### src/rtl/mac_pkg.sv
// Purpose: shared constants for the multichannel converter output block
// Assumes: 10-bit results, 100 MHz system clock
// Notes: register indices are the two-line register address values
package mac_pkg;
    // ==========================================================
    // data and timing
    localparam int DATA_W = 10;
    localparam int RESULT_LATENCY = 5;
    localparam int MARKER_BASE_DELAY = 7;
    localparam logic [9:0] SIGN_FLIP = 10'h200;
    // ==========================================================
    // register addresses {bit1, bit0}
    localparam logic [1:0] ADDR_CH_REF = 2'h0;
    localparam logic [1:0] ADDR_FMT_RST = 2'h1;
    // ==========================================================
    // channel_and_reference_control fields
    localparam int CR_VREF_BIT = 0;
    localparam int CR_PD_BIT = 2;
    localparam int CR_SEL_LO = 3;
    localparam int CR_SEL_HI = 7;
    localparam int CR_TEST_LO = 8;
    localparam int CR_TEST_HI = 9;
    localparam logic [9:0] CH_REF_RESET = 10'h020;
    // ==========================================================
    // format_and_reset_control fields
    localparam int FR_RESET_BIT = 0;
    localparam int FR_RESTART_BIT = 1;
    localparam int FR_STROBE_MODE_BIT = 6;
    localparam int FR_FORMAT_BIT = 7;
    localparam logic [9:0] FMT_RST_RESET = 10'h000;
    // ==========================================================
    // input slots
    typedef enum logic [2:0] {
        MAC_SLOT_AP = 3'b000,
        MAC_SLOT_AM = 3'b001,
        MAC_SLOT_BP = 3'b010,
        MAC_SLOT_BM = 3'b011,
        MAC_SLOT_DA = 3'b100,
        MAC_SLOT_DB = 3'b101
    } mac_slot_e;
endpackage : mac_pkg

### src/rtl/mac_edge_tick.sv
// Purpose: one-cycle pulse on each falling edge of the sample clock input
// Assumes: level is synchronous to clock
// Notes: enable low suppresses pulses (power down)
`timescale 1ns/1ns
module mac_edge_tick (
    input wire logic clock,    // system clock
    input wire logic reset_n,  // async reset, active low
    input wire logic level,    // sampled sample clock level
    input wire logic enable,   // allow pulses
    output logic tick          // falling edge pulse
);
    logic prev_r;
    logic prev_nxt;

    always_comb begin
        prev_nxt = level;
    end

    always_ff @(posedge clock or negedge reset_n) begin
        if (!reset_n) begin
            prev_r <= 1'b0;
        end else begin
            prev_r <= prev_nxt;
        end
    end

    // reset value 0 keeps a low level at release from faking an edge
    assign tick = enable & prev_r & ~level;
endmodule // mac_edge_tick

### src/rtl/mac_delay_line.sv
// Purpose: enabled shift line of fixed depth
// Assumes: DEPTH of at least one
// Notes: advances only on enable
`timescale 1ns/1ns
module mac_delay_line #(
    parameter int WIDTH = 11,
    parameter int DEPTH = 4
) (
    input wire logic clock,              // system clock
    input wire logic reset_n,            // async reset, active low
    input wire logic enable,             // advance one stage
    input wire logic [WIDTH-1:0] din,    // entry word
    output logic [WIDTH-1:0] dout        // oldest word
);
    if (DEPTH < 1 || WIDTH < 1) begin : g_bad
        $error("mac_delay_line: DEPTH and WIDTH must be positive");
    end

    logic [WIDTH-1:0] line_r [DEPTH];
    logic [WIDTH-1:0] line_nxt [DEPTH];

    always_comb begin
        for (int i = 0; i < DEPTH; i++) begin
            line_nxt[i] = line_r[i];
        end
        if (enable) begin
            line_nxt[0] = din;
            for (int i = 1; i < DEPTH; i++) begin
                line_nxt[i] = line_r[i-1];
            end
        end
    end

    always_ff @(posedge clock or negedge reset_n) begin
        if (!reset_n) begin
            for (int i = 0; i < DEPTH; i++) begin
                line_r[i] <= '0;
            end
        end else begin
            line_r <= line_nxt;
        end
    end

    assign dout = line_r[DEPTH-1];
endmodule // mac_delay_line

### src/rtl/mac_top.sv
// Purpose: digital output sequencer and control registers of a 4-input ADC
// Assumes: all pins synchronous to clock; raw inputs are offset binary
// Notes: data bus is split into in, out and output enable
//
// Functional notes
// - each falling sample clock edge presents one new result on the bus
// - up to four inputs, single-ended, differential or mixed
// - multichannel: marker low while first channel result is presented
// - single channel: marker stays inactive (high)
// - one channel: every sample clock period gives that channel
// - two channels alternate one, two; marker low on one
// - three channels repeat one, two, three; marker low on one
// - four channels repeat one to four; marker low on one
// - read needs low select, high select and low read strobe
// - results leave as offset binary or two's complement per format bit
// - single-ended binary: top 3FF, mid 200, bottom 000
// - single-ended two's complement: top 1FF, mid 000, bottom 200
// - differential binary: +full 3FF, zero 200, -full 000
// - differential two's complement: +full 1FF, zero 000, -full 200
// - two 10-bit control registers set the operating mode
// - address 00 selects first register, 01 second, others reserved
// - first register is write-only; bits above 9 are zero
// - result appears five sample clock cycles after its start edge
// - after marker restart first marker waits 7 plus channels cycles
// - write pin is combined direction or separate active-low strobe
`timescale 1ns/1ns
module mac_top import mac_pkg::*; (
    input wire logic clock,                    // 100 MHz system clock
    input wire logic reset_n,                  // async reset, active low
    input wire logic sample_clock_in,          // free-running sample clock
    input wire logic chip_select_low_active_n, // chip select, active low
    input wire logic chip_select_high_active,  // chip select, active high
    input wire logic read_strobe_n,            // read strobe, active low
    input wire logic write_strobe_pin,         // write strobe or direction
    input wire logic reg_addr_bit0,            // register address bit 0
    input wire logic reg_addr_bit1,            // register address bit 1
    input wire logic [DATA_W-1:0] data_in,     // bus level seen by device
    output logic [DATA_W-1:0] data_out,        // bus value driven
    output logic data_oe,                      // high while driving bus
    output logic first_channel_marker_n,       // first channel marker
    input wire logic [DATA_W-1:0] raw_ainp,    // quantised input A plus
    input wire logic [DATA_W-1:0] raw_ainm,    // quantised input A minus
    input wire logic [DATA_W-1:0] raw_binp,    // quantised input B plus
    input wire logic [DATA_W-1:0] raw_binm,    // quantised input B minus
    output logic power_down,                   // analog power down
    output logic vref_external,                // external reference chosen
    output logic [1:0] test_voltage_sel        // {hi, lo} test selection
);
    // ==========================================================
    // functions: configuration decode
    function automatic logic [2:0] chan_count(input logic [4:0] sel);
        unique case (sel)
            5'b10001, 5'b10101, 5'b11001: chan_count = 3'h2;
            5'b10010, 5'b10110: chan_count = 3'h3;
            5'b10011: chan_count = 3'h4;
            default: chan_count = 3'h1;
        endcase
    endfunction

    function automatic mac_slot_e slot_of(input logic [4:0] sel,
                                          input logic [1:0] idx);
        slot_of = MAC_SLOT_AP;
        if (!sel[4]) begin
            if (!sel[2]) begin
                slot_of = mac_slot_e'({1'b0, sel[1:0]});
            end else if (sel[1:0] == 2'b01) begin
                slot_of = MAC_SLOT_DB;
            end else if (sel[1:0] == 2'b00) begin
                slot_of = MAC_SLOT_DA;
            end
        end else begin
            unique case (sel[3:0])
                4'b0001, 4'b0010, 4'b0011: begin
                    slot_of = mac_slot_e'({1'b0, idx});
                end
                4'b0101: begin
                    slot_of = (idx == 2'h1) ? MAC_SLOT_DB : MAC_SLOT_AP;
                end
                4'b0110: begin
                    slot_of = (idx == 2'h2) ? MAC_SLOT_DB
                                            : mac_slot_e'({1'b0, idx});
                end
                4'b1001: begin
                    slot_of = (idx == 2'h1) ? MAC_SLOT_DB : MAC_SLOT_DA;
                end
                default: slot_of = MAC_SLOT_AP;
            endcase
        end
    endfunction

    // ==========================================================
    // state
    logic [9:0] ch_ref_r, ch_ref_nxt;
    logic [9:0] fmt_rst_r, fmt_rst_nxt;
    logic [1:0] slot_idx_r, slot_idx_nxt;
    logic [3:0] arm_cnt_r, arm_cnt_nxt;
    logic [DATA_W-1:0] data_out_r, data_out_nxt;
    logic marker_n_r, marker_n_nxt;
    logic wr_level_r;
    logic tick;
    logic [DATA_W:0] pipe_in, pipe_out;
    logic [4:0] sel;
    logic [2:0] count;
    logic [3:0] arm_target;
    logic multi;
    logic twos;
    logic sep_strobe;
    logic cs_ok;
    logic read_active;
    logic wr_level;
    logic write_go;
    logic [1:0] addr;
    logic restart;
    logic soft_reset;
    logic [DATA_W-1:0] sample_code;
    logic signed [DATA_W:0] diff_a, diff_b;

    assign sel = ch_ref_r[CR_SEL_HI:CR_SEL_LO];
    assign count = chan_count(sel);
    assign multi = (count != 3'h1);
    assign arm_target = 4'(MARKER_BASE_DELAY) + {1'b0, count};
    assign twos = fmt_rst_r[FR_FORMAT_BIT];
    assign sep_strobe = ~fmt_rst_r[FR_STROBE_MODE_BIT];
    assign addr = {reg_addr_bit1, reg_addr_bit0};

    // ==========================================================
    // bus strobes
    assign cs_ok = ~chip_select_low_active_n & chip_select_high_active;
    // combined mode: read strobe qualifies, pin gives direction
    assign read_active = cs_ok & ~read_strobe_n
                       & (sep_strobe | write_strobe_pin);
    assign wr_level = sep_strobe ? (cs_ok & ~write_strobe_pin)
                    : (cs_ok & ~read_strobe_n & ~write_strobe_pin);
    assign write_go = wr_level & ~wr_level_r;
    assign soft_reset = write_go && addr == ADDR_FMT_RST
                     && data_in[FR_RESET_BIT];
    assign restart = soft_reset
                  || (write_go && addr == ADDR_CH_REF)
                  || (write_go && addr == ADDR_FMT_RST
                      && data_in[FR_RESTART_BIT]);

    // ==========================================================
    // sample selection and coding
    // halved difference keeps full scale: +full maps to top code
    assign diff_a = ($signed({1'b0, raw_ainp}) - $signed({1'b0, raw_ainm}))
                    >>> 1;
    assign diff_b = ($signed({1'b0, raw_binp}) - $signed({1'b0, raw_binm}))
                    >>> 1;

    always_comb begin
        unique case (slot_of(sel, slot_idx_r))
            MAC_SLOT_AP: sample_code = raw_ainp;
            MAC_SLOT_AM: sample_code = raw_ainm;
            MAC_SLOT_BP: sample_code = raw_binp;
            MAC_SLOT_BM: sample_code = raw_binm;
            MAC_SLOT_DA: sample_code = diff_a[9:0] ^ SIGN_FLIP;
            MAC_SLOT_DB: sample_code = diff_b[9:0] ^ SIGN_FLIP;
            default: sample_code = raw_ainp;
        endcase
    end

    assign pipe_in = {slot_idx_r == 2'h0, sample_code};

    mac_edge_tick u_tick (
        .clock(clock),
        .reset_n(reset_n),
        .level(sample_clock_in),
        .enable(~ch_ref_r[CR_PD_BIT]),
        .tick(tick)
    );

    // five stages: a word captured on one edge reaches the output register
    // on the fifth edge after it
    mac_delay_line #(
        .WIDTH(DATA_W + 1),
        .DEPTH(RESULT_LATENCY)
    ) u_pipe (
        .clock(clock),
        .reset_n(reset_n),
        .enable(tick),
        .din(pipe_in),
        .dout(pipe_out)
    );

    // ==========================================================
    // next state
    always_comb begin
        ch_ref_nxt = ch_ref_r;
        fmt_rst_nxt = fmt_rst_r;
        slot_idx_nxt = slot_idx_r;
        arm_cnt_nxt = arm_cnt_r;
        data_out_nxt = data_out_r;
        marker_n_nxt = marker_n_r;
        if (write_go) begin
            unique case (addr)
                ADDR_CH_REF: ch_ref_nxt = data_in;
                ADDR_FMT_RST: begin
                    fmt_rst_nxt = data_in;
                    fmt_rst_nxt[FR_RESET_BIT] = 1'b0;
                    fmt_rst_nxt[FR_RESTART_BIT] = 1'b0;
                end
                default: ;
            endcase
            if (soft_reset) begin
                ch_ref_nxt = CH_REF_RESET;
                fmt_rst_nxt = FMT_RST_RESET;
            end
        end
        if (restart) begin
            slot_idx_nxt = 2'h0;
            arm_cnt_nxt = 4'h0;
        end else if (tick) begin
            slot_idx_nxt = (3'(slot_idx_r) + 3'h1 >= count) ? 2'h0
                         : slot_idx_r + 2'h1;
            if (arm_cnt_r < arm_target) begin
                arm_cnt_nxt = arm_cnt_r + 4'h1;
            end
        end
        if (tick) begin
            data_out_nxt = twos ? (pipe_out[9:0] ^ SIGN_FLIP)
                                : pipe_out[9:0];
            marker_n_nxt = ~(multi && pipe_out[DATA_W]
                             && arm_cnt_r >= arm_target);
        end
        if (!multi) begin
            marker_n_nxt = 1'b1;
        end
    end

    always_ff @(posedge clock or negedge reset_n) begin
        if (!reset_n) begin
            ch_ref_r <= CH_REF_RESET;
            fmt_rst_r <= FMT_RST_RESET;
            slot_idx_r <= 2'h0;
            arm_cnt_r <= 4'h0;
            data_out_r <= 10'h000;
            marker_n_r <= 1'b1;
            wr_level_r <= 1'b0;
        end else begin
            ch_ref_r <= ch_ref_nxt;
            fmt_rst_r <= fmt_rst_nxt;
            slot_idx_r <= slot_idx_nxt;
            arm_cnt_r <= arm_cnt_nxt;
            data_out_r <= data_out_nxt;
            marker_n_r <= marker_n_nxt;
            wr_level_r <= wr_level;
        end
    end

    // ==========================================================
    // outputs; control registers are never driven back
    assign data_out = data_out_r;
    assign data_oe = read_active;
    assign first_channel_marker_n = marker_n_r;
    assign power_down = ch_ref_r[CR_PD_BIT];
    assign vref_external = ch_ref_r[CR_VREF_BIT];
    assign test_voltage_sel = ch_ref_r[CR_TEST_HI:CR_TEST_LO];
endmodule // mac_top

### config.mk
export PLATFORM = sky130hd
export DESIGN_NAME = mac_top
export DESIGN_NICKNAME = d
export VERILOG_FILES = /design/src/rtl/mac_pkg.sv /design/src/rtl/mac_edge_tick.sv /design/src/rtl/mac_delay_line.sv /design/src/rtl/mac_top.sv
export SDC_FILE = /design/constraint.sdc
export NUM_CORES = 1
export LEC_CHECK = 0
export ABC_AREA = 1
export BUFFER_PORTS_ARGS = -buffer_cell sky130_fd_sc_hd__buf_2
export CAP_MARGIN = 20
export CORE_MARGIN = 4
export CORE_UTILIZATION = 35
export DETAILED_ROUTE_END_ITERATION = 8
export PLACE_DENSITY = 0.61
export SKIP_CTS_REPAIR_TIMING = 1
export SKIP_LAST_GASP = 1
export SLEW_MARGIN = 20
export SYNTH_ARGS = -nofsm -noshare
export SYNTH_HDL_FRONTEND = slang
export SYNTH_SLANG_ARGS = --single-unit
### constraint.sdc
create_clock -name clock -period 3.36 [get_ports clock]
set_input_delay 0.168 -clock clock [delete_from_list [all_inputs] [get_ports clock]]
set_output_delay 0.168 -clock clock [all_outputs]
set_load 0.02 [all_outputs]
==> out/summary.txt <==
status -> finished, final reports clean
synthesized instance count -> 736
clock latency on the worst-skew pair -> 330 ps
hold_ws -> 78.0 ps
sequential power share -> 41.5%
final net count -> 894
largest family of logic cells by synthesized area -> simple AND/OR/NAND/NOR gates
setup repair after global routing missed its margin -> false
# H-tree levels -> 3
slowest library cell on the worst path -> a21oi_2
total global-route track usage -> 14.1%
global-route wire length before repair -> 20600 um
GRT overflow -> 0
port bufs -> 74
FP Rows -> 45
Num CTS Buffers -> 9
setup TNS -> 0 ps
clk_skew -> 6.97 ps
crit path cell chain -> inv_1, ha_1, nand3_1, nand3_2, a21oi_2, nand2_1, nand3_2, inv_2, nor2_1, nand2_1, nand2_1, nand2_1
CP Max Fanout -> 13
Worst VDD drop -> 0.000355 V
Root Buffer -> clkbuf_16
DP Wirelength -> 9110 um
crit path DAT -> 2610 ps
Yosys reg bits -> 85
Routability Congestion -> 0.893
DRC viols -> 0
Psw -> 1460 uW
LEAKAGE -> 0.00347 uW
sequential area share after synthesis -> 39.6%
Core Region -> 15100 um^2
crit share post-route -> 71.2%
initial antenna violation count -> 0
WL per Instance -> 12.3 um
layout cell share with drive strength beyond 1 -> 14.6%
slew margin rel. -> 46.4%
Slew @ Worst Pin -> 804 ps
placed cell areas -> 5860 um^2
most frequent cells after synthesis -> nand2_1, inv_1, dfrtp_1
number of I/O pins -> 75
FMAX -> 418 MHz
via count -> 4646
dominant cell type by area after synthesis -> dfrtp_1
combinational power share -> 34.2%
area of the die -> 17400 um^2
element type at the critical path end -> flip-flop
endpoints failing setup -> 0
Post-Syn Area -> 5370 um^2
Levels on crit path -> 12
Synth top area share -> 38.6%
clk buf depth -> 2
CP startpoint kind -> flip-flop
post-synthesis mux area share -> 0%
XOR/XNOR Fraction of Synth Area -> 2.12%
count leader, synth -> nand2_1
Initial Util -> 35.5%
clock sink total -> 85
fill count -> 1591
clock group share of total power -> 24.3%
Worst Path Required -> 3580 ps
Post-Route WL -> 12200 um
prevailing post-synth register cell -> dfrtp_1
most frequent CP cell -> nand2_1
Adder-Cell Fraction of Synth Area -> 8.20%
Synth warnings -> 0
Initial DRC Count -> 318
area growth from synthesis to layout -> 15.2%
Avg Inst Size Synth -> 7.30 um^2
switch share -> 37.7%
hold depth -> 2
Hold Path Class -> in2reg
Slowest Stage Delay on Critical Path -> 500 ps
Synth async-reset ratio -> 100%
Reg clk slew, reported paths -> 60 ps
internal power -> 2410 uW
Power Total -> 3870 uW
Top delay family on crit path -> simple AND/OR/NAND/NOR gates
largest net degree at the start of global routing -> 70
Unique masters post-synth -> 37
max cap viols -> 0
Post-synth EDFFs -> 0
vias per inst -> 4.67
Tmin final -> 2390 ps
ANT nets after route -> 0
vias in the first global route -> 4411
DRT Pass-1 Iters -> 4
chip height -> 132 um
Die Wd -> 132 um
Hold Fails Final Rpt -> 0
compound-cell area share of the yosys netlist -> 10.6%
antenna cell count -> 0
TritonCTS clock tree -> done
final instance area -> 6190 um^2
syn nets -> 829
critical path type -> reg2reg
FF-to-FF path depth -> 12
PD cells -> 625 nW/um^2
critical path buffer and inverter count -> 2
Synth Area in Simple Gates -> 29.3%
main area contributors after synthesis -> dfrtp_1, nand2_1, ha_1, inv_1, o21ai_0
Slew Viols, Final -> 0
## stage by stage
step / worst slack [ps] / std cells / utilization (%)
floorplan: 1430 / 736 / -
detailed placement: 983 / 975 / 38.7
global placement: 1050 / 975 / 38.7
CTS: 965 / 991 / 40.6
finish: 968 / 994 / 40.9
global route: 702 / 994 / 40.9
## power by group through the flow
stage	Sequential, uW	Combinational [uW]	Clock, uW
2_1_floorplan	1650	964	0
3_5_place_dp	1620	1320	0
5_1_grt	1660	1540	1010
3_3_place_gp	1610	1300	0
6_report	1600	1320	940
4_1_cts	1610	1330	970
## registers in the layout, summed over array words and instances, names as in the netlist
register and flops:
data_out 10, u_pipe.line_r 44, u_tick.prev_r 1, fmt_rst_r 2, u_pipe.dout 11, slot_idx_r 2
wr_level_r 1, arm_cnt_r 4, ch_ref_r 9, first_channel_marker_n 1
## per-layer routing
metal | vias up | track usage (%) | part of all wire [%]
met2 | 86 | 22.8 | 45
li1 | 2464 | - | -
met5 | - | 0 | 0
met4 | 0 | 4.03 | 1.6
met1 | 2081 | 19.1 | 50
met3 | 15 | 2.94 | 4.2
## area by class of cell
| type | instances | area [um^2] | share of cell area (%) |
|---|---|---|---|
| clock buffers | 11 | 243 | 3.92 |
| clock inverters | 5 | 40.0 | 0.647 |
| inverters | 105 | 394 | 6.36 |
| multi-input cells | 520 | 2710 | 43.7 |
| flip-flops and latches | 85 | 2130 | 34.4 |
| well taps | 188 | 235 | 3.80 |
| repair buffers | 80 | 443 | 7.15 |
## final timing paths
path                       slack (ps)              start                end
max                               970      slot_idx_r[0]  u_pipe.line_r[46]
min in group asynchronous         470            reset_n        data_out[1]
max in group asynchronous        2080            reset_n       arm_cnt_r[3]
min                                80         data_in[2]        ch_ref_r[2]
max reg2reg                       970      slot_idx_r[0]  u_pipe.line_r[46]
min reg2reg                       470  u_pipe.line_r[44]  u_pipe.line_r[33]
## cell families (layout without fill, tap and decap cells)
family                   count (synthesis)  after routing
flip-flops                              85             85
adder cells (fa/ha/maj)                 34             34
buffers and inverters                  131            201
other                                    2              2
XOR/XNOR                                13             13
AO/OA/AOI/OAI                          102            102
AND/OR/NAND/NOR                        369            369
## layout by cell type (no fill, tap or decap), types with 4 or more instances in the layout
| cell | count |
|---|---|
| a21oi_1 | 21 |
| buf_2 | 73 |
| buf_4 | 4 |
| clkbuf_16 | 9 |
| dfrtp_1 | 83 |
| ha_1 | 32 |
| inv_1 | 99 |
| inv_2 | 6 |
| nand2_1 | 229 |
| nand2_2 | 5 |
| nand3_1 | 53 |
| nand3b_1 | 4 |
| nand4_1 | 13 |
| nor2_1 | 50 |
| nor3_1 | 5 |
| o21ai_0 | 61 |
| o21ai_1 | 5 |
| xnor2_1 | 7 |
| xor2_1 | 6 |
## worst reg2reg max path, stage by stage (launching register included)
cell     delay [ps]
dfrtp_1         470
inv_1           140
ha_1            210
nand3_1          90
nand3_2         100
a21oi_2         500
nand2_1         180
nand3_2         220
inv_2           110
nor2_1          100
nand2_1          60
nand2_1          60
nand2_1          40
Power figures use the tool's default switching activity.
